## src/tlip_pkg.sv

```systemverilog
/*
  Constants, register map and shared types of the two-level interrupt
  prioritizer.
  Assumes a core that reports instruction completion, key writes and
  interrupt returns as single-cycle pulses on the core clock.
*/
`default_nettype none

package tlip_pkg;

  // ----------------------------------------------------------------------
  // Sizes
  // ----------------------------------------------------------------------
  localparam int unsigned NUM_VEC   = 32;
  localparam int unsigned VEC_W     = 8;
  localparam int unsigned IDX_W     = 5;
  localparam int unsigned ADDR_W    = 2;
  localparam int unsigned PC_W      = 16;

  // ----------------------------------------------------------------------
  // Register offsets
  // ----------------------------------------------------------------------
  localparam logic [1:0] OFS_VECTOR_CONTROL   = 2'h0;
  localparam logic [1:0] OFS_EXEC_LEVEL_FLAGS = 2'h1;
  localparam logic [1:0] OFS_NORMAL_LAST      = 2'h2;
  localparam logic [1:0] OFS_HIGH_VECTOR      = 2'h3;

  // ----------------------------------------------------------------------
  // Field positions and reset values
  // ----------------------------------------------------------------------
  localparam int unsigned BIT_VECTOR_TABLE_SELECT = 6;
  localparam int unsigned BIT_COMPACT_TABLE       = 5;
  localparam int unsigned BIT_ROUND_ROBIN         = 0;
  localparam int unsigned BIT_NMI_EXEC            = 7;
  localparam int unsigned BIT_HIGH_EXEC           = 1;
  localparam int unsigned BIT_NORMAL_EXEC         = 0;
  localparam logic [7:0]  RST_VECTOR_CONTROL      = 8'h00;
  localparam logic [7:0]  RST_NORMAL_LAST         = 8'h00;
  localparam logic [7:0]  RST_HIGH_VECTOR         = 8'h00;

  // ----------------------------------------------------------------------
  // Vectors and protection window
  // ----------------------------------------------------------------------
  // Fixed set of non-maskable lines; vector 0 is the reset vector
  localparam logic [31:0] NMI_LINES         = 32'h0000_0002;
  localparam logic [7:0]  COMPACT_NMI_VEC    = 8'h01;
  localparam logic [7:0]  COMPACT_HIGH_VEC   = 8'h02;
  localparam logic [7:0]  COMPACT_NORMAL_VEC = 8'h03;
  localparam logic [7:0]  NO_HIGH_VEC       = 8'h00;
  localparam logic [2:0]  KEY_WINDOW_INSTR  = 3'h4;
  localparam logic [15:0] BOOT_START_ADDR   = 16'h0000;

  typedef struct packed {
    logic             found;
    logic [IDX_W-1:0] idx;
  } tlip_pick_s;

endpackage

`default_nettype wire

```

## src/tlip_top.sv

```systemverilog
/*
  Two-level interrupt prioritizer: register file, key-protected control
  bits, priority arbitration, executing-level tracking and vector output.
  Assumes peripheral request lines held high until cleared by software,
  and a core that pulses instr_done, key_write and return_from_interrupt.
*/
// Decided for this implementation: the plain strobed port.
// Notes on behaviour
// Sources default level 0; one chosen source level 1
// Level 1 preempts level 0; level 0 resumes after
// Non-maskable taken regardless of global enable
// Nothing preempts a running non-maskable handler
// Several non-maskable pending: lowest vector wins
// Software enables non-maskable sources at the peripheral
// Round robin off: lowest level 0 vector wins
// Round robin on: last served level 0 lowest
// Compact table: vectors 1, 2 and 3 only
// Protected write needs key within four instructions
// Table select and compact bits protected; round robin free
// Table select picks application or boot start
// Bit 7 shows non-maskable executing, cleared by return
// Bit 1 shows level 1 executing, cleared by return
// Bit 0 shows level 0 executing, cleared by return
// Last served register tracks acknowledged level 0 vector, only while round robin is on
// Reset clears round-robin state
// High vector zero disables level 1
// One instruction between two acknowledgements
// Acknowledge never touches global interrupt enable
// Blocked requests stay pending until they can win
`timescale 1ns/10ps
`default_nettype none

module tlip_top
(
  input  wire logic        core_clk,
  input  wire logic        arst_n,
  // Register port
  input  wire logic [1:0]  reg_addr,
  input  wire logic [7:0]  reg_wdata,
  input  wire logic        reg_wr,
  input  wire logic        reg_rd,
  output logic      [7:0]  reg_rdata,
  // Peripheral requests, bit n is vector n
  input  wire logic [31:0] irq_req,
  // Core side
  input  wire logic        global_int_enable,
  input  wire logic        instr_done,
  input  wire logic        key_write,
  input  wire logic        return_from_interrupt,
  input  wire logic [7:0]  boot_end_setting,
  output logic             int_take,
  output logic      [7:0]  int_vector,
  output logic      [15:0] int_target
);

  // ----------------------------------------------------------------------
  // State
  // ----------------------------------------------------------------------
  typedef struct packed {
    logic        table_select;
    logic        compact_table;
    logic        round_robin;
    logic        nmi_exec;
    logic        high_exec;
    logic        normal_exec;
    logic [7:0]  last_served;
    logic [7:0]  high_vector;
    logic [2:0]  key_cnt;
    logic        instr_seen;
    logic        take;
    logic [7:0]  vector;
    logic [15:0] target;
    logic [7:0]  rdata;
  } tlip_state_s;

  tlip_state_s st_ff;
  tlip_state_s nxt_st;

  // ----------------------------------------------------------------------
  // Helpers
  // ----------------------------------------------------------------------
  // Circular search from start; start 0 gives plain lowest-first
  function automatic tlip_pkg::tlip_pick_s pick_from
  (
    input logic [31:0]               req,
    input logic [tlip_pkg::IDX_W-1:0] start
  );
    tlip_pkg::tlip_pick_s    res;
    logic [tlip_pkg::IDX_W-1:0] j;
    res = '0;
    for (int i = tlip_pkg::NUM_VEC - 1; i >= 0; i--)
    begin
      j = start + tlip_pkg::IDX_W'(i);
      if (req[j])
      begin
        res.found = 1'b1;
        res.idx   = j;
      end
    end
    return res;
  endfunction

  function automatic logic [7:0] status_byte
  (
    input logic nmi,
    input logic high,
    input logic normal
  );
    logic [7:0] b;
    b = 8'h00;
    b[tlip_pkg::BIT_NMI_EXEC]    = nmi;
    b[tlip_pkg::BIT_HIGH_EXEC]   = high;
    b[tlip_pkg::BIT_NORMAL_EXEC] = normal;
    return b;
  endfunction

  // Slot used in the table: the shared short slot when compacted
  function automatic logic [7:0] table_slot
  (
    input logic       compact,
    input logic [7:0] full_vec,
    input logic [7:0] short_vec
  );
    return compact ? short_vec : full_vec;
  endfunction

  // ----------------------------------------------------------------------
  // Classification and arbitration
  // ----------------------------------------------------------------------
  logic [31:0]               req_valid;
  logic [31:0]               nmi_req;
  logic [31:0]               high_req;
  logic [31:0]               normal_req;
  logic [31:0]               high_mask;
  logic                      high_enabled;
  logic                      high_blocked;
  logic                      normal_blocked;
  logic [tlip_pkg::IDX_W-1:0] rr_start;
  tlip_pkg::tlip_pick_s      nmi_pick;
  tlip_pkg::tlip_pick_s      normal_pick;
  logic                      nmi_win;
  logic                      high_win;
  logic                      normal_win;
  logic                      can_take;

  always_comb
  begin
    // Vector 0 is the reset vector and never requests
    req_valid    = irq_req & ~32'h0000_0001;
    nmi_req      = req_valid & tlip_pkg::NMI_LINES;
    high_enabled = (st_ff.high_vector != tlip_pkg::NO_HIGH_VEC);
    high_mask    = '0;
    // Values of 32 and up match no source, so level 1 stays off
    if (high_enabled && st_ff.high_vector < 8'(tlip_pkg::NUM_VEC))
    begin
      high_mask[st_ff.high_vector[tlip_pkg::IDX_W-1:0]] = 1'b1;
    end
    high_req     = req_valid & high_mask & ~tlip_pkg::NMI_LINES;
    normal_req   = req_valid & ~high_mask & ~tlip_pkg::NMI_LINES;
    // Round robin starts one past the last served, making it last
    if (st_ff.round_robin)
    begin
      rr_start = st_ff.last_served[tlip_pkg::IDX_W-1:0] +
                 tlip_pkg::IDX_W'(1);
    end
    else
    begin
      rr_start = '0;
    end
    nmi_pick     = pick_from(nmi_req, '0);
    normal_pick  = pick_from(normal_req, rr_start);

    // A level enters only when nothing at or above it executes
    high_blocked   = st_ff.nmi_exec || st_ff.high_exec;
    normal_blocked = high_blocked || st_ff.normal_exec;

    // Executing level gates what may preempt; losers stay pending
    nmi_win    = nmi_pick.found && !st_ff.nmi_exec;
    high_win   = !nmi_win && (|high_req) && global_int_enable &&
                 !high_blocked;
    normal_win = !nmi_win && !high_win && normal_pick.found &&
                 global_int_enable && !normal_blocked;

    // Holding off while take is high keeps take a one-cycle pulse
    can_take   = instr_done && st_ff.instr_seen && !st_ff.take;
  end

  // ----------------------------------------------------------------------
  // Next state
  // ----------------------------------------------------------------------
  logic [7:0]  win_vec;
  logic [7:0]  out_vec;
  logic [15:0] table_base;
  logic        key_open;
  logic        accept;

  always_comb
  begin
    nxt_st     = st_ff;
    win_vec    = 8'h00;
    out_vec    = 8'h00;
    key_open   = (st_ff.key_cnt != 3'h0);
    accept     = can_take && (nmi_win || high_win || normal_win);

    // Boot start when selected, otherwise the application start
    if (st_ff.table_select)
    begin
      table_base = tlip_pkg::BOOT_START_ADDR;
    end
    else
    begin
      table_base = {boot_end_setting, 8'h00};
    end

    // Key window counts instructions after the key write
    if (key_write)
    begin
      nxt_st.key_cnt = tlip_pkg::KEY_WINDOW_INSTR;
    end
    else if (key_open && instr_done)
    begin
      nxt_st.key_cnt = st_ff.key_cnt - 3'h1;
    end

    // Arms the next take once an instruction has retired
    if (instr_done)
    begin
      nxt_st.instr_seen = 1'b1;
    end

    // Return ends the innermost executing level
    if (return_from_interrupt)
    begin
      if (st_ff.nmi_exec)
      begin
        nxt_st.nmi_exec = 1'b0;
      end
      else if (st_ff.high_exec)
      begin
        nxt_st.high_exec = 1'b0;
      end
      else
      begin
        nxt_st.normal_exec = 1'b0;
      end
    end

    // Software writes
    if (reg_wr)
    begin
      unique case (reg_addr)
        tlip_pkg::OFS_VECTOR_CONTROL:
        begin
          nxt_st.round_robin =
            reg_wdata[tlip_pkg::BIT_ROUND_ROBIN];
          if (key_open)
          begin
            nxt_st.table_select =
              reg_wdata[tlip_pkg::BIT_VECTOR_TABLE_SELECT];
            nxt_st.compact_table =
              reg_wdata[tlip_pkg::BIT_COMPACT_TABLE];
          end
        end
        tlip_pkg::OFS_NORMAL_LAST:
        begin
          nxt_st.last_served = reg_wdata;
        end
        tlip_pkg::OFS_HIGH_VECTOR:
        begin
          nxt_st.high_vector = reg_wdata;
        end
        default:
        begin
          nxt_st.high_vector = st_ff.high_vector;
        end
      endcase
    end

    // Acknowledge; global enable is only read, never written here
    nxt_st.take = accept;
    if (accept)
    begin
      nxt_st.instr_seen = 1'b0;
      if (nmi_win)
      begin
        win_vec         = 8'(nmi_pick.idx);
        out_vec         = table_slot(st_ff.compact_table, win_vec,
                                     tlip_pkg::COMPACT_NMI_VEC);
        nxt_st.nmi_exec = 1'b1;
      end
      else if (high_win)
      begin
        win_vec          = st_ff.high_vector;
        out_vec          = table_slot(st_ff.compact_table, win_vec,
                                      tlip_pkg::COMPACT_HIGH_VEC);
        nxt_st.high_exec = 1'b1;
      end
      else
      begin
        win_vec            = 8'(normal_pick.idx);
        out_vec            = table_slot(st_ff.compact_table, win_vec,
                                        tlip_pkg::COMPACT_NORMAL_VEC);
        nxt_st.normal_exec = 1'b1;
        // Hardware update wins over a same-cycle software write
        if (st_ff.round_robin)
        begin
          nxt_st.last_served = win_vec;
        end
      end
      nxt_st.vector = out_vec;
      nxt_st.target = table_base + {8'h00, out_vec};
    end

    // Read data valid only in the cycle after the strobe
    nxt_st.rdata = 8'h00;
    if (reg_rd)
    begin
      unique case (reg_addr)
        tlip_pkg::OFS_VECTOR_CONTROL:
        begin
          nxt_st.rdata[tlip_pkg::BIT_VECTOR_TABLE_SELECT] =
            st_ff.table_select;
          nxt_st.rdata[tlip_pkg::BIT_COMPACT_TABLE] = st_ff.compact_table;
          nxt_st.rdata[tlip_pkg::BIT_ROUND_ROBIN]   = st_ff.round_robin;
        end
        tlip_pkg::OFS_EXEC_LEVEL_FLAGS:
        begin
          nxt_st.rdata = status_byte(st_ff.nmi_exec, st_ff.high_exec,
                                     st_ff.normal_exec);
        end
        tlip_pkg::OFS_NORMAL_LAST:
        begin
          nxt_st.rdata = st_ff.last_served;
        end
        default:
        begin
          nxt_st.rdata = st_ff.high_vector;
        end
      endcase
    end
  end

  // ----------------------------------------------------------------------
  // Registers
  // ----------------------------------------------------------------------
  always_ff @(posedge core_clk or negedge arst_n)
  begin
    if (!arst_n)
    begin
      st_ff               <= '0;
      st_ff.table_select  <=
        tlip_pkg::RST_VECTOR_CONTROL[tlip_pkg::BIT_VECTOR_TABLE_SELECT];
      st_ff.compact_table <=
        tlip_pkg::RST_VECTOR_CONTROL[tlip_pkg::BIT_COMPACT_TABLE];
      st_ff.round_robin   <=
        tlip_pkg::RST_VECTOR_CONTROL[tlip_pkg::BIT_ROUND_ROBIN];
      st_ff.last_served   <= tlip_pkg::RST_NORMAL_LAST;
      st_ff.high_vector   <= tlip_pkg::RST_HIGH_VECTOR;
    end
    else
    begin
      st_ff <= nxt_st;
    end
  end

  // ----------------------------------------------------------------------
  // Outputs
  // ----------------------------------------------------------------------
  assign reg_rdata  = st_ff.rdata;
  assign int_take   = st_ff.take;
  assign int_vector = st_ff.vector;
  assign int_target = st_ff.target;

endmodule

`default_nettype wire

```

## config.mk

```make
export PLATFORM = sky130hd
export DESIGN_NAME = tlip_top
export DESIGN_NICKNAME = d
export VERILOG_FILES = /design/src/tlip_pkg.sv /design/src/tlip_top.sv
export SDC_FILE = /design/constraint.sdc
export NUM_CORES = 1
export LEC_CHECK = 0
export ABC_CLOCK_PERIOD_IN_PS = 11820
export BUFFER_PORTS_ARGS = -buffer_cell sky130_fd_sc_hd__buf_2
export CELL_PAD_IN_SITES_DETAIL_PLACEMENT = 2
export CELL_PAD_IN_SITES_GLOBAL_PLACEMENT = 2
export CORE_ASPECT_RATIO = 1.1
export CORE_UTILIZATION = 39
export DETAILED_ROUTE_END_ITERATION = 10
export HOLD_SLACK_MARGIN = 0.02
export PLACE_DENSITY = 0.95
export SKIP_CTS_REPAIR_TIMING = 1
export SYNTH_ARGS = -nofsm -noshare
export SYNTH_HDL_FRONTEND = slang
export SYNTH_SLANG_ARGS = --single-unit
```

## constraint.sdc

```tcl
create_clock -name core_clk -period 11.82 [get_ports core_clk]
set_clock_uncertainty 0.1 [all_clocks]
set_input_delay 2.364 -clock core_clk [delete_from_list [all_inputs] [get_ports core_clk]]
set_output_delay 2.364 -clock core_clk [all_outputs]
set_load 0.01 [all_outputs]
```

* After elaboration in Yosys (flattened, before gate mapping) *
Index checks and enable logic that the tools add are counted.

operators by class
  $add $sub $neg = 34
  order comparisons = 35
  equal/unequal tests = 3
  muxes and demuxes = 129
  bitwise operators = 3
  reduce and logical (&&, ||, !) cells = 33

operators by type and width
  operator                                                                       count
  5-bit by 6-bit less-than comparator with 1-bit output (second input constant)  33
  6-bit 2-to-1 mux                                                               33
  1-bit binary-select mux with 5-bit select                                      32
  5-bit adder (second input constant)                                            16
  32-bit AND                                                                     2
  8-bit 2-to-1 mux                                                               8
  5-bit by 4-bit adder with 5-bit output (second input constant)                 8
  1-bit 2-to-1 mux                                                               38
  16-bit 2-to-1 mux                                                              2
  32-bit 2-to-1 mux                                                              1
  32-bit inverter                                                                1
  31-bit OR reduction                                                            1
  5-bit by 3-bit adder with 5-bit output (second input constant)                 4
  16-bit by 8-bit adder with 16-bit output                                       1
  5-bit 2-to-1 mux                                                               3
  1-bit logical AND                                                              14
  4-bit one-hot mux with 3 select lines                                          1
  11-bit 2-to-1 mux                                                              1
  5-bit by 1-bit adder with 5-bit output (second input constant)                 2
  5-bit by 2-bit adder with 5-bit output (second input constant)                 2
  10-bit 2-to-1 mux                                                              1
  3-bit 2-to-1 mux                                                               3
  9-bit 2-to-1 mux                                                               1
  8-bit by 6-bit less-than comparator with 1-bit output (second input constant)  1
  other kinds (16)                                                               28

storage, ports and cells
  bits in registers = 59
  input bits = 58
  output and inout bits = 33
  logic and storage cells = 251

* Logic depth before layout (Yosys ltp) *
Gate-level depths: netlist of run 1.

  word-level depth = 48
  depth in mapped cells = 21
  mapped depth without buffers = 17

* Worst setup path after synthesis of run 1 *
Ideal clock, no wire load.

  path kind = register to register
  from = reg st_ff[46] (netlist name)
  to = reg st_ff[49] (netlist name)
  setup time = 77 ps
  arrival time = 5,193 ps
  required time = 11,643 ps
  path slack = 6,450 ps
  cell stages (with the launch flop) = 19
  buffers on the path = 4
  clock period less this slack = 5,370 ps
  cells stage by stage = dfrtp_1 -> ha_1 -> nand2_1 -> clkbuf_1 -> clkbuf_1 -> clkbuf_1 -> ha_1 -> inv_1 -> xnor2_1 -> mux4_2 -> mux4_2 -> nand2_1 -> and4bb_1 -> nand4_1 -> nor4_2 -> nor4_1 -> buf_2 -> nor2_1 -> a21oi_1

RTL lines
  what                      RTL line         RTL
  start: declaration        tlip_top.sv:76   tlip_state_s st_ff;
  start signal: assignment  tlip_top.sv:362  st_ff <= nxt_st;

==> flow_summary_export.csv, run 1 <==
group,metric,value,unit
critical_path,crit_buf_inv,3,
floorplanning,fp.dieH,159,um
clock_tree,numCtsBuffers,5,
global_route,grt_max_degree,52,
critical_path,slowest_delay,1070,ps
placement,pre_cts_ws,4700,ps
synthesis,synth_edf_count,0,
critical_path,r2r_cells,16,
critical_path,worstSetupEndpointType,"flip-flop",
critical_path,worstPathArrival,8310,ps
drt,drt_iter0_markers,1430,
drt,drc,0,
timing,hold_viol_final,0,
synthesis,synth.net_count,1182,
synthesis,yosysUniqueCellTypes,91,
global_route,grt-ovfl-total,0,
critical_path,cp.depth,16,
synthesis,syn_inst,1108,
clock_tree,cts_tree,"built",
clock_tree,root_buffer,"clkbuf_16",
synthesis,yosysSeqAreaShare,14.7,%
drt,detail-route-antenna-nets,0,
synthesis,syn_area,8700,um2
drt,post_drt_wl_per_cell,36.9,um
placement,io_buffers,89,
clock_tree,clkSinkCount,51,
timing,period_minus_slack,8250,ps
final_layout,drive_above_1_share,19.1,%
timing,worst_slew_pin_slew,1420,ps
drt,dr.pass1.iters,6,
clock_tree,clockBufferDepth,2,
placement,globalplace.congestion,1.02,
timing,max_freq,121,MHz
synthesis,ys_seq_elements,51,
critical_path,slowest_stage,"a21boi_0",
drt,vias_per_cell,7.88,
synthesis,avgSynthCellArea,7.85,um2
timing,rsz0062_at_grt,"false",
critical_path,crit_path_max_fanout,33,
global_route,grt_pass1_vias,11700,
floorplanning,floorplan.initialDensity,40.3,%
critical_path,crit_path_start_kind,"flip-flop",
global_route,antenna_found_initial,6,
final_layout,post-route-util,43.3,%
critical_path,cp_data_required_time,11880,ps
drt,vias,11200,
clock_tree,clkSlewWorstSetupHoldPaths,80,ps
critical_path,r2r-start,"st_ff[56]$_DFFE_PN0P_",
drt,routed_wl,52700,um
timing,fin_crit_sh,69.8,%
floorplanning,io_pins,91,
outcome,status,"finished clean",
worst_hold_path,hold_path_startpoint,"int_vector[5]$_DFFE_PN0P_",
placement,dp_hpwl,35200,um
global_route,grt_pass1_wl,77300,um
clock_tree,cts_htree_levels,2,
worst_hold_path,min_path_cells,1,
worst_hold_path,min_path_type,"reg2reg",
final_layout,fillCellCount,2443,
critical_path,path_cells,"nand2b_4, inv_4, ha_1, a21boi_0, nor2_1, buf_4, a211oi_1, a21oi_1, mux4_2, and4bb_1, nand4_1, nor4_2, o22ai_2, buf_4, nand2_1, nand2_1",
floorplanning,core,21600,um2
clock_tree,clk_latency,320,ps
final_layout,area_growth,7.33,%
critical_path,critPathLaunch,"st_ff[56]$_DFFE_PN0P_",
timing,tns,0,ps
run,cap_viol_max_count,0,
final_layout,final_nets,1205,
synthesis,synth-async-reset-ratio,100,%
global_route,grt_usage,46.8,%
floorplanning,die_x,144,um
critical_path,critical_path_class,"reg2reg",
timing,maxSlewHeadroom,4.86,%
timing,setup_ws,3570,ps
synthesis,synth_warnings,0,
critical_path,crit_family,"simple AND/OR/NAND/NOR gates",
floorplanning,rows,56,
timing,drv_slew,0,
synthesis,synthFlopType,"dfrtp_1",
floorplanning,die_area,22900,um2
timing,setup_viol,0,
## registers in the layout, indices dropped and copies added, names as in the netlist
signal and flops:
int_vector 7, st_ff 26, int_take 1, int_target 9, reg_rdata 8
## per-stage QoR
step | area, um2 | hold slack (ps) | instances
global placement | 9160 | 370 | 1414
finish | 9340 | 447 | 1427
CTS | 9330 | 454 | 1422
floorplan | 8700 | 359 | 1108
detailed placement | 9160 | 397 | 1414
global route | 9330 | 469 | 1422
## Yosys cell counts, drive strengths merged (6+ instances only)
master	instances	area share [%]
mux2i	95	11
a21oi	90	5.2
nor2	90	4.2
nand2	81	3.5
o21ai	72	4.1
buf	66	5.0
dfrtp	51	15
a211oi	43	3.8
mux2	37	4.8
inv	35	1.5
xnor2	35	3.5
clkbuf	32	1.4
nand3	31	1.8
mux4	24	6.2
nor3	22	1.4
nand2b	19	1.5
nor4	17	1.4
a21o	16	1.4
ha	16	2.3
a22oi	15	1.3
nor2b	15	1.1
o211ai	14	1.3
a2111oi	12	1.2
a31oi	12	0.86
and2	12	0.86
nand3b	11	0.95
or2	11	0.79
o22ai	10	0.79
a211o	9	0.91
a21boi	8	0.69
o21a	8	0.69
o221ai	8	0.88
o2111ai	7	0.70
a221oi	6	0.68
## layer usage
layer | wire, um | up-vias | part of all wire, % | GRT usage (%)
li1 | - | 4257 | - | -
met1 | 18300 | 5471 | 35 | 53.0
met2 | 23200 | 1080 | 44 | 73.0
met3 | 5990 | 426 | 11 | 13.3
met4 | 5140 | 4 | 9.8 | 38.8
met5 | 28 | - | 0.053 | 0
## layout make-up
| type | count | area (um2) | share of cell area [%] |
|---|---|---|---|
| Multi-Input combinational cell | 923 | 6750 | 72.2 |
| Sequential cell | 51 | 1280 | 13.7 |
| Timing Repair Buffer | 114 | 633 | 6.78 |
| Tap cell | 290 | 363 | 3.89 |
| Inverter | 36 | 138 | 1.47 |
| Clock buffer | 5 | 125 | 1.34 |
| Clock inverter | 3 | 46.3 | 0.496 |
| Antenna cell | 5 | 12.5 | 0.134 |
## worst paths after layout
check                                                   to  slack (ps)
worst max-delay path                   st_ff[53]$_DFF_PN0_        3570
max in group asynchronous            st_ff[40]$_DFFE_PN0P_        9090
worst min-delay path             int_vector[5]$_DFFE_PN0P_         450
worst min register to register   int_vector[5]$_DFFE_PN0P_         450
min in group asynchronous       int_target[15]$_DFFE_PN0P_        2080
worst max register to register         st_ff[53]$_DFF_PN0_        3570
## cell usage in the layout (no fill, tap or decap), types with 13 or more instances in the layout
cell / count
nor4_1: 14
o211ai_1: 13
buf_4: 25
mux2i_1: 92
dfrtp_1: 51
a21oi_1: 89
a22oi_1: 15
o21ai_0: 60
a211oi_1: 42
a21o_1: 16
xnor2_1: 35
mux4_2: 24
nand2_1: 81
nor2b_1: 15
mux2_2: 36
nor3_1: 21
nand3_1: 31
nand2b_1: 18
ha_1: 16
nor2_1: 84
inv_1: 32
buf_2: 89
## cells by family after synthesis
group | synth area share (%)
adder cells (fa/ha/maj) | 2.30
AO/OA/AOI/OAI | 29.1
multiplexers | 22.1
XOR/XNOR | 3.62
buffers and inverters | 7.97
flip-flops | 14.7
AND/OR/NAND/NOR | 20.2
Power of run 1 is left out: the tool's default activity adds up to more than one toggle a clock period on the data nets, which glitch-free logic cannot reach.
==> inputs of run 2 (changes only) <==
--- a/config.mk
+++ b/config.mk
@@ -5,15 +5,15 @@
 export SDC_FILE = /design/constraint.sdc
 export NUM_CORES = 1
 export LEC_CHECK = 0
-export ABC_CLOCK_PERIOD_IN_PS = 11820
+export ABC_CLOCK_PERIOD_IN_PS = 8000
 export BUFFER_PORTS_ARGS = -buffer_cell sky130_fd_sc_hd__buf_2
 export CELL_PAD_IN_SITES_DETAIL_PLACEMENT = 2
 export CELL_PAD_IN_SITES_GLOBAL_PLACEMENT = 2
 export CORE_ASPECT_RATIO = 1.1
-export CORE_UTILIZATION = 39
+export CORE_UTILIZATION = 36
 export DETAILED_ROUTE_END_ITERATION = 10
 export HOLD_SLACK_MARGIN = 0.02
-export PLACE_DENSITY = 0.95
+export PLACE_DENSITY = 0.89
 export SKIP_CTS_REPAIR_TIMING = 1
 export SYNTH_ARGS = -nofsm -noshare
 export SYNTH_HDL_FRONTEND = slang
==> constraint.sdc (replaced) <==
create_clock -name core_clk -period 8 [get_ports core_clk]
set_clock_uncertainty 0.1 [all_clocks]
set_input_delay 1.6 -clock core_clk [delete_from_list [all_inputs] [get_ports core_clk]]
set_output_delay 1.6 -clock core_clk [all_outputs]
set_load 0.01 [all_outputs]
==> run 2 against run 1 <==
Die area is 8.2% higher. Sequential share of layout area is 0.080 points lower. Non-clock buffer count is 6 higher. Global-route usage is 6.3 points lower. Count of clock-buffer cells in the layout stayed put. Flip-flop and latch count stayed put. Core utilization is 3.6 points lower. Hold slack worse by 2.6 ps. Design area is 0.59% higher. Setup slack worse by 2500 ps. Highest routed layer is now met4.
==> flow_summary_export.csv, run 2 (synthesis results as in run 1) <==
group,metric,value,unit
drt,routed_wl,49700,um
critical_path,critical_path_class,"reg2reg",
timing,fin_crit_sh,86.9,%
floorplanning,core,23700,um2
global_route,antenna_found_initial,1,
clock_tree,clockBufferDepth,2,
final_layout,area_growth,7.97,%
clock_tree,cts_tree,"built",
final_layout,largest_reg_flops,26,
drt,vias_per_cell,7.42,
global_route,grt_pass1_wl,74400,um
floorplanning,floorplan.initialDensity,36.7,%
placement,pre_cts_ws,1670,ps
critical_path,r2r-start,"st_ff[45]$_DFF_PN0_",
drt,detail-route-antenna-nets,0,
drt,drt_iter0_markers,1117,
drt,dr.pass1.iters,6,
critical_path,crit_path_start_kind,"flip-flop",
placement,io_buffers,89,
final_layout,post-route-util,39.6,%
worst_hold_path,hold_path_startpoint,"int_vector[6]$_DFFE_PN0P_",
floorplanning,rows,59,
final_layout,drive_above_1_share,19.5,%
timing,maxSlewHeadroom,16.5,%
critical_path,worstPathArrival,7060,ps
outcome,status,"finished clean",
timing,worst_slew_pin_slew,1250,ps
timing,setup_ws,1050,ps
floorplanning,io_pins,91,
clock_tree,clkSinkCount,51,
floorplanning,die_area,24800,um2
final_layout,final_nets,1211,
final_layout,fillCellCount,2640,
drt,drc,0,
critical_path,crit_path_max_fanout,42,
floorplanning,fp.dieH,165,um
run,cap_viol_max_count,0,
critical_path,critPathLaunch,"st_ff[45]$_DFF_PN0_",
global_route,grt-ovfl-total,0,
final_layout,final_common_cell,"mux2i_1",
drt,post_drt_wl_per_cell,34.4,um
timing,period_minus_slack,6950,ps
final_layout,regArea,1280,um2
clock_tree,clk_latency,310,ps
timing,setup_viol,0,
clock_tree,root_buffer,"clkbuf_16",
clock_tree,numCtsBuffers,5,
critical_path,r2r_setup_slack,1050,ps
timing,tns,0,ps
critical_path,cp_data_required_time,8110,ps
final_layout,multi_input_area,6750,um2
timing,drv_slew,0,
final_layout,top_register,"st_ff",
placement,dp_hpwl,33900,um
worst_hold_path,min_path_type,"reg2reg",
timing,max_freq,144,MHz
global_route,grt_usage,40.5,%
global_route,grt_pass1_vias,11600,
global_route,grt_max_degree,52,
floorplanning,die_x,150,um
critical_path,worstSetupEndpointType,"flip-flop",
timing,rsz0062_at_grt,"false",
clock_tree,clkSlewWorstSetupHoldPaths,80,ps
drt,vias,10700,
clock_tree,cts_htree_levels,2,
timing,hold_viol_final,0,
final_layout,most-common-layout-cells,"mux2i_1 (92), a21oi_1 (89), buf_2 (89)",
placement,globalplace.congestion,1.00,
## run 2: cell count changes in the layout (fill, tap and decap cells not counted)
cell	previous run	this run
clkinvlp_4	1	0
buf_4	25	31
diode_2	5	1
clkinv_4	0	1
## run 2: metrics by stage
stage	hold WS, ps	cells	instance area [um2]
after floorplan	359	1108	8700
after global placement	373	1435	9220
after detailed placement	380	1435	9220
after CTS	438	1443	9390
after global routing	456	1444	9390
final	445	1444	9390
## run 2: worst max-delay path: stages (launching register included)
cell,delay [ps]
dfrtp_1,550
ha_1,470
nand2_1,160
buf_4,530
ha_1,890
inv_1,490
a211oi_1,610
a21oi_1,170
a2111oi_0,440
buf_4,210
a221oi_2,110
a21oi_1,310
a211o_1,200
nor4_1,80
a211o_1,270
o21ai_0,430
o221ai_1,460
o221ai_1,350
## run 2: path summary, 6_finish.rpt
path / to / cells past startpoint
max: int_vector[4]$_DFFE_PN0P_ / 17
min: int_vector[6]$_DFFE_PN0P_ / 1
max reg2reg: int_vector[4]$_DFFE_PN0P_ / 17
min reg2reg: int_vector[6]$_DFFE_PN0P_ / 1
max in group asynchronous: st_ff[52]$_DFF_PN0_ / 2
min in group asynchronous: int_vector[5]$_DFFE_PN0P_ / 2
## run 2: routing by layer
layer  routed length, um  global-route usage [%]
met3                4340                    9.70
met1               18000                    45.0
met2               23100                    67.4
met4                4230                    30.3
met5                   0                       0
## run 2: cell type report
| cell class | instances | area share (%) |
|---|---|---|
| Antenna cell | 1 | 0.0266 |
| Clock buffer | 5 | 1.33 |
| Sequential cell | 51 | 13.6 |
| Inverter | 36 | 1.47 |
| Tap cell | 305 | 4.06 |
| Multi-Input combinational cell | 923 | 71.8 |
| Timing Repair Buffer | 120 | 7.22 |
| Clock inverter | 3 | 0.506 |
Power of run 2 is left out for the same reason.
